`config.mk`:
```
export PLATFORM = sky130hd
export DESIGN_NAME = hrlp_top
export DESIGN_NICKNAME = d
export VERILOG_FILES = /design/src/design/hrlp_pkg.sv /design/src/design/hrlp_top.sv /design/src/design/hrlp_sync.sv
export VERILOG_INCLUDE_DIRS = /design/src /design/src/design
export SDC_FILE = /design/constraint.sdc
export NUM_CORES = 1
export LEC_CHECK = 0
export ABC_AREA = 1
export BUFFER_PORTS_ARGS = -buffer_cell sky130_fd_sc_hd__buf_2
export CELL_PAD_IN_SITES_DETAIL_PLACEMENT = 1
export CELL_PAD_IN_SITES_GLOBAL_PLACEMENT = 1
export CORE_AREA = 10 10 109 121
export CTS_BUF_LIST = sky130_fd_sc_hd__clkbuf_16
export DETAILED_ROUTE_END_ITERATION = 12
export DIE_AREA = 0 0 119 131
export GPL_ROUTABILITY_DRIVEN = 0
export PLACE_DENSITY = 0.84
export SLEW_MARGIN = 10
export SYNTH_ARGS = -nofsm -noshare
export SYNTH_HDL_FRONTEND = slang
export SYNTH_SLANG_ARGS = --single-unit
export TNS_END_PERCENT = 100
```
`constraint.sdc`:
```
create_clock -name REF_CLK -period 2.7 [get_ports REF_CLK]
set_input_delay 0.135 -clock REF_CLK [delete_from_list [all_inputs] [get_ports REF_CLK]]
set_output_delay 0.135 -clock REF_CLK [all_outputs]
set_load 0.02 [all_outputs]
```
`src/design/hrlp_regs.svh`:
```
`ifndef HRLP_REGS_SVH
`define HRLP_REGS_SVH
// ----------------------------------------
// timing figures and counts at 10 MHz
// ----------------------------------------
`define HRLP_CLK_MHZ        10
`define HRLP_POR_US         1000
`define HRLP_L1_ENTRY_US    10
`define HRLP_L1_EXIT_US     50
`define HRLP_L2_ENTRY_US    3000
`define HRLP_L2_EXIT_US     2000
// two sync stages plus the decision edge, taken off every pin-driven count
`define HRLP_SYNC_CYC       3
// shortest times round down, never below one cycle
`define HRLP_L1_ENTRY_CYC   ((`HRLP_L1_ENTRY_US * `HRLP_CLK_MHZ) - 1)
`define HRLP_L1_EXIT_CYC    ((`HRLP_L1_EXIT_US * `HRLP_CLK_MHZ) - 1)
`define HRLP_L2_ENTRY_CYC   (`HRLP_L2_ENTRY_US * `HRLP_CLK_MHZ)
`define HRLP_L2_EXIT_CYC    (`HRLP_L2_EXIT_US * `HRLP_CLK_MHZ)
`define HRLP_POR_CYC        (`HRLP_POR_US * `HRLP_CLK_MHZ)
// ----------------------------------------
// reset values
// ----------------------------------------
`define HRLP_ADDR_DEFAULT   7'h00
`define HRLP_CFG_DEFAULT    8'h00
`endif

```
`src/design/hrlp_pkg.sv`:
```
package hrlp_pkg;
	typedef enum logic [1:0] {
		HRLP_L0,
		HRLP_L1,
		HRLP_L2
	} hrlp_link_e;
	typedef enum logic [2:0] {
		HRLP_ON,
		HRLP_L1_ENTER,
		HRLP_SLEEP,
		HRLP_L1_EXIT,
		HRLP_L2_ENTER,
		HRLP_SUSP,
		HRLP_L2_EXIT
	} hrlp_state_e;
endpackage

```
`src/design/hrlp_top.sv`:
```
`timescale 1ns/1ns
`default_nettype none
`include "hrlp_regs.svh"
module hrlp_top
	import hrlp_pkg::*;
#(
	parameter int POR_CYC      = `HRLP_POR_CYC,
	parameter int L2_ENTRY_CYC = `HRLP_L2_ENTRY_CYC,
	parameter int L2_EXIT_CYC  = `HRLP_L2_EXIT_CYC
) (
	// clock and power-up reset
	input  wire logic       REF_CLK,
	input  wire logic       RST_N,
	// external reset pin
	input  wire logic       EXT_RESET_N,
	// upstream link events (pins)
	input  wire logic       BUS_RESET,
	input  wire logic       L1_REQ,
	input  wire logic       SUSPEND_IDLE,
	input  wire logic       RESUME,
	// enumeration updates from device logic
	input  wire logic       SET_ADDR,
	input  wire logic [6:0] ADDR_IN,
	input  wire logic       SET_CFG,
	input  wire logic [7:0] CFG_IN,
	// chip-level controls
	output var  logic       CHIP_RESET_N,
	output var  logic       STANDBY,
	output var  logic       PHY_EN,
	output var  logic       PAIRS_HIZ,
	output var  logic       XTAL_EN,
	output var  logic       PLL_EN,
	output var  logic       XFER_ABORT,
	output var  logic       DN_RESET,
	// usb device state
	output var  logic [1:0] LINK_STATE,
	output var  logic [6:0] DEV_ADDR,
	output var  logic [7:0] DEV_CFG,
	output var  logic       CONFIGURED
);
	// ----------------------------------------
	// input synchronisers
	// ----------------------------------------
	logic [4:0] pin_s;
	logic       ext_rst_s;
	logic       bus_rst_s;
	logic       l1_s;
	logic       susp_s;
	logic       resume_s;

	hrlp_sync #(.W(5)) i_hrlp_sync (
		.clk   (REF_CLK),
		.rst_n (RST_N),
		.d     ({~EXT_RESET_N, BUS_RESET, L1_REQ, SUSPEND_IDLE, RESUME}),
		.q     (pin_s)
	);
	// inverted pin so reset-state of sync reads as pin asserted-free
	assign {ext_rst_s, bus_rst_s, l1_s, susp_s, resume_s} = pin_s;

	// ----------------------------------------
	// state
	// ----------------------------------------
	typedef struct packed {
		logic [31:0] por_cnt;
		logic        por_done;
		logic        chip_rst_n;
		logic        standby;
		logic        abort;
		logic        dn_reset;
		logic        phy_en;
		logic        xtal_en;
		logic        pll_en;
		logic        configured;
		hrlp_state_e st;
		logic [31:0] cnt;
		logic [1:0]  link;
		logic [6:0]  addr;
		logic [7:0]  cfg;
	} hrlp_core_s;

	hrlp_core_s cur_r;
	hrlp_core_s cur_nxt;

	function automatic logic [31:0] hrlp_step(input logic [31:0] c);
		return c + 32'h0000_0001;
	endfunction

	always_comb begin
		cur_nxt          = cur_r;
		cur_nxt.abort    = 1'b0;
		cur_nxt.dn_reset = 1'b0;
		// power-up timer: internal reset held for a fixed interval
		if (!cur_r.por_done) begin
			cur_nxt.por_cnt = hrlp_step(cur_r.por_cnt);
			if (cur_r.por_cnt >= 32'(POR_CYC - 1)) begin
				cur_nxt.por_done = 1'b1;
			end
		end
		// pin reset and power-up merged into one chip reset
		cur_nxt.chip_rst_n = cur_r.por_done && !ext_rst_s;
		cur_nxt.standby    = ext_rst_s;
		if (ext_rst_s) begin
			// abort raised; everything else but the power-up timer goes back to defaults
			cur_nxt.abort = 1'b1;
			cur_nxt.st    = HRLP_ON;
			cur_nxt.cnt   = '0;
			cur_nxt.link  = HRLP_L0;
			cur_nxt.addr  = `HRLP_ADDR_DEFAULT;
			cur_nxt.cfg   = `HRLP_CFG_DEFAULT;
		end else if (!cur_r.chip_rst_n) begin
			cur_nxt.st   = HRLP_ON;
			cur_nxt.cnt  = '0;
			cur_nxt.link = HRLP_L0;
		end else if (bus_rst_s) begin
			// usb state only; clocks keep running
			cur_nxt.addr = `HRLP_ADDR_DEFAULT;
			cur_nxt.cfg  = `HRLP_CFG_DEFAULT;
			cur_nxt.st   = HRLP_ON;
			cur_nxt.link = HRLP_L0;
			cur_nxt.cnt  = '0;
		end else begin
			if (SET_ADDR) begin
				cur_nxt.addr = ADDR_IN;
			end
			if (SET_CFG) begin
				cur_nxt.cfg = CFG_IN;
			end
			cur_nxt.cnt = hrlp_step(cur_r.cnt);
			case (cur_r.st)
				HRLP_ON: begin
					cur_nxt.cnt = '0;
					if (l1_s) begin
						cur_nxt.st = HRLP_L1_ENTER;
					end else if (susp_s) begin
						cur_nxt.st = HRLP_L2_ENTER;
					end
				end
				HRLP_L1_ENTER: begin
					if (cur_r.cnt >= 32'(`HRLP_L1_ENTRY_CYC - `HRLP_SYNC_CYC - 1)) begin
						cur_nxt.st   = HRLP_SLEEP;
						cur_nxt.link = HRLP_L1;
						cur_nxt.cnt  = '0;
					end
				end
				HRLP_SLEEP: begin
					cur_nxt.cnt = '0;
					if (!l1_s || resume_s) begin
						cur_nxt.st = HRLP_L1_EXIT;
					end
				end
				HRLP_L1_EXIT: begin
					if (cur_r.cnt >= 32'(`HRLP_L1_EXIT_CYC - `HRLP_SYNC_CYC - 1)) begin
						cur_nxt.st   = HRLP_ON;
						cur_nxt.link = HRLP_L0;
						cur_nxt.cnt  = '0;
					end
				end
				HRLP_L2_ENTER: begin
					// idle must persist for the whole entry window
					if (!susp_s) begin
						cur_nxt.st  = HRLP_ON;
						cur_nxt.cnt = '0;
					end else if (cur_r.cnt >= 32'(L2_ENTRY_CYC - `HRLP_SYNC_CYC - 1)) begin
						cur_nxt.st   = HRLP_SUSP;
						cur_nxt.link = HRLP_L2;
						cur_nxt.cnt  = '0;
					end
				end
				HRLP_SUSP: begin
					cur_nxt.cnt = '0;
					if (resume_s) begin
						cur_nxt.st = HRLP_L2_EXIT;
					end
				end
				HRLP_L2_EXIT: begin
					if (cur_r.cnt >= 32'(L2_EXIT_CYC - `HRLP_SYNC_CYC - 1)) begin
						cur_nxt.st   = HRLP_ON;
						cur_nxt.link = HRLP_L0;
						cur_nxt.cnt  = '0;
					end
				end
				default: begin
					cur_nxt.st  = HRLP_ON;
					cur_nxt.cnt = '0;
				end
			endcase
		end
		// taken from the next state so these move in step with standby
		cur_nxt.phy_en     = !cur_nxt.standby && cur_nxt.chip_rst_n;
		cur_nxt.xtal_en    = !cur_nxt.standby;
		cur_nxt.pll_en     = !cur_nxt.standby;
		cur_nxt.configured = (cur_nxt.cfg != `HRLP_CFG_DEFAULT);
	end

	always_ff @(posedge REF_CLK or negedge RST_N) begin
		if (!RST_N) begin
			cur_r <= '{por_cnt: '0, por_done: 1'b0, chip_rst_n: 1'b0, standby: 1'b0,
				abort: 1'b0, dn_reset: 1'b0, phy_en: 1'b0, xtal_en: 1'b1, pll_en: 1'b1,
				configured: 1'b0, st: HRLP_ON, cnt: '0, link: HRLP_L0,
				addr: `HRLP_ADDR_DEFAULT, cfg: `HRLP_CFG_DEFAULT};
		end else begin
			cur_r <= cur_nxt;
		end
	end

	// ----------------------------------------
	// outputs, all from flip-flops
	// ----------------------------------------
	assign CHIP_RESET_N = cur_r.chip_rst_n;
	assign STANDBY      = cur_r.standby;
	assign PHY_EN       = cur_r.phy_en;
	assign PAIRS_HIZ    = cur_r.standby;
	// clocks restart only once the pin lets go
	assign XTAL_EN      = cur_r.xtal_en;
	assign PLL_EN       = cur_r.pll_en;
	assign XFER_ABORT   = cur_r.abort;
	assign DN_RESET     = cur_r.dn_reset;
	assign LINK_STATE   = cur_r.link;
	assign DEV_ADDR     = cur_r.addr;
	assign DEV_CFG      = cur_r.cfg;
	assign CONFIGURED   = cur_r.configured;
endmodule
`default_nettype wire

```
`src/design/hrlp_sync.sv`:
```
`timescale 1ns/1ns
`default_nettype none
module hrlp_sync #(
	parameter int W = 1
) (
	input  wire logic         clk,
	input  wire logic         rst_n,
	input  wire logic [W-1:0] d,
	output var  logic [W-1:0] q
);
	logic [W-1:0] meta_r;

	// first stage read only by the second
	always_ff @(posedge clk or negedge rst_n) begin
		if (!rst_n) begin
			meta_r <= '0;
			q      <= '0;
		end else begin
			meta_r <= d;
			q      <= meta_r;
		end
	end
endmodule
`default_nettype wire

```
==> results summary, run 1 <==
The endpoint required time on the critical path came out at 2980 ps. The global routing usage summed across all routing layers is 16.9%. OpenSTA, run right after detailed placement, puts the worst setup slack at 753 ps. The area of all sequential standard cells came out at 2480 um^2.

In this design, the largest share of critical-path delay is due to compound AO/OA/AOI/OAI gates. The clock input transition at the sequential cells of the worst setup and hold paths came out at 70 ps. The final number of hold-violating endpoints is 0. The later pin in the worst-skew pair is clocked with a latency of 350 ps. The number of warnings issued by yosys came out at 0.

The share of the synthesized area in the top cell type is 49.0%. The classification of the worst-slack hold path is in2reg. The post-synthesis sequential area ratio is 49.5%. The horizontal extent of the die came out at 119 um. The total of max-cap violations came out at 0. TritonCTS built the clock tree.

The global-route wire length before repair came out at 21200 um. The HPWL after detailed placement is 9130 um. The clock buffer count from CTS came out at 9. The port buffer count is 48. Setup repair after global routing left no endpoint under its margin.

The sink count of the clock tree came out at 99. Power spread over the standard cell area amounts to 513 nW/um^2. Counting both buffers and inverters, the worst setup path holds a total of 2. The total vias in the final route is 3970.

For this run, design rule violations remaining after detail routing come to 0. The buffer depth of the longest clock path came out at 2. Leaving out fill and tap cells, the most frequent cell in the layout is sky130_fd_sc_hd__nand2_1. The initial detailed-routing violation count is 225.

The maximum number of pins on one net before global-route repair came out at 63. The number of H-tree branching levels is 3. The routed wire length came out at 12500 um. STA puts the critical path data arrival time at 2260 ps. The number of global-route vias before repair is 4409. The number of distinct library cell variants in the gate-level netlist after synthesis is 37. The area of the core came out at 10700 um^2. The final number of max-transition violations came out at 0. The placed instance count is 765. The smallest clock period supported by the final layout is computed as 1980 ps. The upper clock frequency limit came out at 506 MHz.

The number of core rows came out at 40. CTS placed an instance of sky130_fd_sc_hd__clkbuf_16 at the clock tree root. The library cells used most frequently in the layout, excluding fill and tap cells, are 120 x sky130_fd_sc_hd__nand2_1, 98 x sky130_fd_sc_hd__dfrtp_1, 64 x sky130_fd_sc_hd__inv_1. The post-synthesis average cell area came out at 8.67 um^2. The count of fill cells added during filler insertion came out at 1319.

The worst hold slack across all endpoints came out at 13.3 ps. In the final routed layout, each cell accounts on average for 15.9 um. At the pin with the least slew margin, the transition time is 879 ps. The final setup TNS is 0 ps. The first detailed-routing pass took 4 iterations.

The worst-case IR drop observed on VDD is 0.000273 V. The net count of the finished layout is 663. The count of final setup violators is 0. In this run the static leakage power is 2.90 nW.

The setup skew after layout is 9.64 ps. For this run, the slowest stage of the critical path takes 420 ps. The post-synthesis register bit count is 99. The minimum setup slack in the final design came out at 723 ps. For this run, the number of standard cells in the final layout without fillers is 788.

The largest driver fanout on the critical path is 15. The critical path's most frequent cell is sky130_fd_sc_hd__inv_1. In this run the remaining antenna-violating nets after routing total 0.

Compared with the post-synthesis result, the final layout area differs by 13.7%. The period utilization came out at 73.2%. The instance count of the mapped netlist came out at 578.

The antenna diode instance count came out at 0. The post-synthesis cell area is 5010 um^2. In the post-synthesis netlist, the biggest area contributors are sky130_fd_sc_hd__dfrtp_1 49%, sky130_fd_sc_hd__nand2_1 9.0%, sky130_fd_sc_hd__inv_1 4.8%.

The run finished with clean final reports. The kind of critical path is reg2reg. The chip height is 131 um.

sky130_fd_sc_hd__dfrtp_1 takes more of the synthesized area than any other cell. In the final layout, the share of cells above drive strength 1 is 18.3%. The worst relative slew slack is 41.1%.

The slowest stage of the critical path is the sky130_fd_sc_hd__dfrtp_1 cell. The total congestion overflow after global routing came out at 0. The post-detailed-route via-to-cell ratio is 5.04. The effective utilization at floorplan is 46.8%. The initial antenna violation count is 0. The total I/O pin count came out at 50. The signal on the critical path passes through inv_1 -> nand3b_1 -> inv_1 -> o31ai_2 -> a21oi_1 -> nand3_1 -> nand2_1. At the end of the flow the core is filled with cells to 53.2%. The worst setup path is captured at a flip-flop. The startpoint kind of the worst setup timing path is a flip-flop. The area taken by multi-input logic gates is 2110 um^2. The die covers 15600 um^2.
-- area by class of cell --
| type | count | share of cell area, % |
|---|---|---|
| clock buffer | 9 | 3.96 |
| clock inverter | 7 | 1.30 |
| inverter | 72 | 4.75 |
| multi-input combinational | 395 | 37.0 |
| sequential | 99 | 43.5 |
| tap | 147 | 3.23 |
| timing repair buffer | 59 | 6.24 |
-- registers in the layout, summed over array words and instances (netlist names) --
name                count
cur_r                  68
DEV_CFG                 8
DEV_ADDR                7
i_hrlp_sync.meta_r      5
i_hrlp_sync.q           5
LINK_STATE              2
CHIP_RESET_N            1
CONFIGURED              1
PLL_EN                  1
XFER_ABORT              1
-- layer usage --
layer | GRT usage [%] | vias to the layer above | part of all wire, %
met1 | 18.5 | 1980 | 41
met4 | 6.76 | 0 | 2.1
met5 | 0 | - | 0
li1 | - | 1914 | -
met3 | 3.65 | 17 | 3.3
met2 | 31.1 | 59 | 53
-- cells in the mapped netlist (all sizes together) --
master  count
nand4      13
dfstp       1
o21ai       8
dfrtp      98
o211ai      7
nor3b       1
and3        1
o31ai       2
a31oi       2
and2        1
xnor2      13
inv        72
xor2       26
or2         6
conb        1
nand3b      3
a21oi       7
ha          3
nand3      49
nor3       32
clkbuf      3
nor4        6
nor2       70
nand2     125
o21a        2
buf        26
-- worst register-to-register path: stages (launching register included) --
cell and delay (ps):
sky130_fd_sc_hd__dfrtp_1 420, sky130_fd_sc_hd__inv_1 90, sky130_fd_sc_hd__nand3b_1 180, sky130_fd_sc_hd__inv_1 420
sky130_fd_sc_hd__o31ai_2 310, sky130_fd_sc_hd__a21oi_1 240, sky130_fd_sc_hd__nand3_1 140, sky130_fd_sc_hd__nand2_1 100
-- report_power, final --
part	switching, mW	total, mW	internal [mW]
logic	0.0600	0.0915	0.0315
registers	0.0109	1.52	1.50
clock network	0.589	1.31	0.725
-- kinds of logic after synthesis --
group / count (synthesis) / share of synthesized area (%)
AND/OR/NAND/NOR: 307 / 29.6
buffers and inverters: 101 / 9.74
flip-flops: 99 / 49.5
XOR/XNOR: 39 / 6.82
AO/OA/AOI/OAI: 28 / 3.50
adder cells (fa/ha/maj): 3 / 0.750
other: 1 / 0.0749
-- what timing repair did --
item | 4_1_cts | 5_1_grt
buffers inserted | 0 | 0
setup endpoints to repair | 0 | 0
endpoints found under the hold margin | 42 | 0
hold buffers | 7 | 0
resized for setup | 0 | 0
-- stage by stage --
stage	cell area, um^2	power [mW]
final	5690	2.92
after detailed placement	5320	1.63
after CTS	5690	2.96
after global routing	5690	3.04
after global placement	5320	1.62
after floorplan	5070	1.57
-- path summary, 6_finish.rpt --
path / start / to / slack, ps / depth (start not counted)
min reg2reg: i_hrlp_sync.meta_r[1]$_DFF_PN0_ / i_hrlp_sync.q[1]$_DFF_PN0_ / 360 / 0
min: ADDR_IN[0] / DEV_ADDR[0]$_DFFE_PN0P_ / 10 / 3
max reg2reg: i_hrlp_sync.q[4]$_DFF_PN0_ / cur_r[51]$_DFFE_PN0P_ / 720 / 7
min in group asynchronous: RST_N / DEV_ADDR[6]$_DFFE_PN0P_ / 300 / 2
max in group asynchronous: RST_N / cur_r[83]$_DFFE_PN0N_ / 1720 / 3
max: i_hrlp_sync.q[4]$_DFF_PN0_ / cur_r[51]$_DFFE_PN0P_ / 720 / 7
(Power assumes the default switching activity.)
==> run 2: changes to the inputs <==
ABC_AREA = 0   (was 1)
CORE_AREA = 10 10 111 123   (was 10 10 109 121)
DIE_AREA = 0 0 121 133   (was 0 0 119 131)
PLACE_DENSITY = 0.74   (was 0.84)
clock period = 1.79 ns   (was 2.7 ns; I/O delays follow)
==> results summary, run 2 <==
The run finished, with violations left. The final reports fail on setup timing. The worst flop-to-flop path startpoint is cur_r[31]$_DFF_PN0_. The internal power consumption is 3.44 mW. A synthesized cell averages 10.6 um^2. The sink count of the clock tree came out at 99. In this run the remaining antenna-violating nets after routing total 0. The commonest cells after synthesis are 98 x sky130_fd_sc_hd__dfrtp_1, 58 x sky130_fd_sc_hd__nand2_1, 27 x sky130_fd_sc_hd__nor2_1, 27 x sky130_fd_sc_hd__xnor2_1, 22 x sky130_fd_sc_hd__buf_4. In the synthesized netlist, the number of instances is 419. The post-layout instance area came out at 6030 um^2.

The clock latency on the worst-skew pair is 360 ps. The number of core rows is 41. The startpoint kind of the worst setup timing path is a flip-flop. The total power after layout came out at 4.48 mW. The placed instance count came out at 665.

The worst reg2reg path depth is 7. The upper clock frequency limit is 481 MHz. The number of global-route vias before repair was 3987. The post-synthesis register bit count came out at 99. For this run, the number of standard cells in the final layout without fillers is 711. For hold timing, the worst endpoint is DEV_ADDR[6]$_DFFE_PN0P_.

The total vias in the final route came out at 3544. sky130_fd_sc_hd__dfrtp_1 is the most common cell in the netlist. The post-synthesis cell area is 4440 um^2. The clock input transition at the sequential cells of the worst setup and hold paths came out at 70 ps. The switching share of power is 23.3%. Sorting the synthesized cells by area gives the leading types as sky130_fd_sc_hd__dfrtp_1 55%, sky130_fd_sc_hd__xnor2_1 5.3%, sky130_fd_sc_hd__nand2_1 4.9%. The DRC violations left is 0. In this run, synthesis inferred 0 flip-flops with an integrated enable. Of the available clock period, the critical path in the final layout requires 116%. Of all cell types, the one taking the most synthesized area is sky130_fd_sc_hd__dfrtp_1. The total of max-cap violations is 0.

The reg-to-reg setup timing slack is -290 ps. The CTS tree is yes. Setup repair after global routing could not meet its margin everywhere. The static leakage is 2.77 nW. The horizontal extent of the die is 121 um. The capture instance of the worst register-to-register path is cur_r[29]$_DFF_PN0_.

The critical path startpoint is cur_r[31]$_DFF_PN0_. The global routing usage summed across all routing layers is 15.4%. The arrival time of the worst setup path came out at 2360 ps. The number of H-tree branching levels came out at 3. The post-place instance area came out at 5270 um^2. The cell depth of the worst hold path came out at 3.

The clock buffer count from CTS is 9. The layout has 1225 filler cells. Wires add up to 12300 um. The share of the synthesized area in the top cell type is 55.3%. Clock skew on the completed layout was measured at 9.77 ps.

The initial antenna violation count was 0. The clock network burns 45.4% of the power. The number of warnings issued by yosys came out at 0. In this run the most critical hold path is launched from ADDR_IN[6]. The total I/O pin count came out at 50. The buffer depth of the longest clock path is 2. In the routed layout, each cell is associated on average with a via count of 4.98. The minimum setup slack in the final design came out at -289 ps.

Measured along the y axis, the die boundary spans 133 um. The global-route wire length before repair is 20100 um. Entering global routing, the biggest net connects 46 pins. The total die area is 16100 um^2. Summed over all nets, the switching power comes to 1.04 mW. Leaving out fill and tap cells, the most frequent cell in the layout is sky130_fd_sc_hd__dfrtp_1. The first detailed-routing pass took 4 iterations. The shortest clock period the worst path allows after layout is 2080 ps.

The count of final setup violators came out at 35. The endpoint required time on the critical path came out at 2070 ps. The core region is 11200 um^2.

The flip-flop count of the largest register, all copies and words added is 68. The worst setup path is captured at a flip-flop. The post-synthesis sequential area ratio came out at 55.9%. The total congestion overflow after global routing came out at 0. The fraction of registers with async set/reset is 100%. The final number of max-transition violations came out at 0. The layout overhead on the synthesized area is 35.9%. The initial detailed-routing violation count is 123. The critical path in this run is classified as reg2reg.

The combinational fraction of design power is 3.6%. The average wire per cell in the routed design is 17.3 um. The port buffer count came out at 48. The final number of hold-violating endpoints is 0. The worst IR drop on VDD is 0.000454 V.

The final HPWL from detailed placement came out at 7870 um. The largest driver fanout on the critical path is 7. The number of distinct library cell variants in the gate-level netlist after synthesis is 55.

The classification of the worst-slack hold path is in2reg. The top cell types in the final layout, fill and taps aside, are 98 x sky130_fd_sc_hd__dfrtp_1, 77 x sky130_fd_sc_hd__buf_4, 55 x sky130_fd_sc_hd__nand2_1. The cell at the root of the clock tree is sky130_fd_sc_hd__clkbuf_16.

The number of antenna diodes in the final layout is 0. For this configuration, the core starts out at a cell density of 39.5%. The power per unit of standard cell area is 744 nW/um^2. The register with the most flip-flops in the final layout is cur_r.

The share of total power in sequential cells is 51.0%. The post-route netlist has 37.6% of its cells at a drive strength greater than 1. The most common flop cell mapped by yosys is sky130_fd_sc_hd__dfrtp_1. The net count of the finished layout is 583.
-- run 2: cell types whose count changed in the layout (fill, tap and decap cells not counted), moves of 8 or more --
cell                      previous run  this run
sky130_fd_sc_hd__nand3_1            46        18
sky130_fd_sc_hd__buf_4               4        77
sky130_fd_sc_hd__nor3_1             20         5
sky130_fd_sc_hd__xor2_1             26        16
sky130_fd_sc_hd__nor4_1              6        14
sky130_fd_sc_hd__nor2_1             59        14
sky130_fd_sc_hd__nor2_2              7        16
sky130_fd_sc_hd__nand2_1           120        55
sky130_fd_sc_hd__inv_2               8         0
sky130_fd_sc_hd__xnor2_1            13        24
sky130_fd_sc_hd__nor3_2             12         1
sky130_fd_sc_hd__inv_1              64        12
-- run 2: cells by family (layout without fill, tap and decap cells) --
group,Yosys count,count (layout),share of synthesized area [%]
mux,2,2,0.480
buf+inv,47,172,6.15
other cells,1,18,0.0845
xor+xnor,44,44,8.69
flops,99,99,55.9
fa+ha+maj,3,3,0.846
simple gates,178,178,21.1
compound gates,45,45,6.74
-- run 2: power by group through the flow --
stage,combinational (mW),clock (mW),sequential [mW]
6_report,0.160,2.04,2.29
2_1_floorplan,0.0399,0,2.33
3_3_place_gp,0.128,0,2.33
5_1_grt,0.180,2.18,2.29
4_1_cts,0.158,2.07,2.29
3_5_place_dp,0.132,0,2.33
-- run 2: area by class of cell --
| cell class | instances | area, um^2 | share of cell area [%] |
|---|---|---|---|
| Clock buffer | 9 | 225 | 3.74 |
| Clock inverter | 7 | 82.6 | 1.37 |
| Inverter | 12 | 45.0 | 0.747 |
| Multi-Input combinational cell | 290 | 1980 | 32.8 |
| Sequential cell | 99 | 2480 | 41.1 |
| Tap cell | 150 | 188 | 3.11 |
| Timing Repair Buffer | 144 | 1030 | 17.1 |
-- run 2: metal layers --
layer	track usage [%]	wire length [um]	up-vias
met5	0	0	-
met4	6.04	212	0
met3	3.91	402	19
met2	26.4	6580	60
met1	18.0	5120	1806
li1	-	-	1659
-- run 2: critical path, stage by stage (launching register included) --
cell and delay (ps):
sky130_fd_sc_hd__dfrtp_1 420, sky130_fd_sc_hd__nor4_4 360, sky130_fd_sc_hd__nand2_2 120, sky130_fd_sc_hd__or4_4 460
sky130_fd_sc_hd__a31oi_4 220, sky130_fd_sc_hd__o221ai_4 150, sky130_fd_sc_hd__buf_6 170, sky130_fd_sc_hd__nor2_2 90
-- run 2: worst max path at each step --
stage | to | slack (ps)
finish | cur_r[29]$_DFF_PN0_ | -290
global route | cur_r[29]$_DFF_PN0_ | -380
CTS | cur_r[27]$_DFF_PN0_ | -230
detailed placement | cur_r[23]$_DFF_PN0_ | -450
global placement | cur_r[19]$_DFF_PN0_ | -200
floorplan | cur_r[89]$_DFFE_PN0N_ | -150
-- run 2: stage by stage --
step	util (%)	hold slack, ps	setup WS (ps)	setup TNS (ps)
2_1_floorplan	-	-206	-155	-3500
3_3_place_gp	46.9	45.4	-204	-4740
3_5_place_dp	46.9	66.5	-449	-9370
4_1_cts	52.7	9.64	-231	-5590
5_1_grt	53.7	10.5	-377	-9810
6_report	53.7	6.26	-289	-6890
-- run 2: what timing repair did --
item,4_1_cts,5_1_grt
gates resized for setup,25,19
hold buffers,12,0
endpoints found under the hold margin,39,0
pin swaps,16,15
buffers inserted,15,8
setup endpoints to repair,35,41
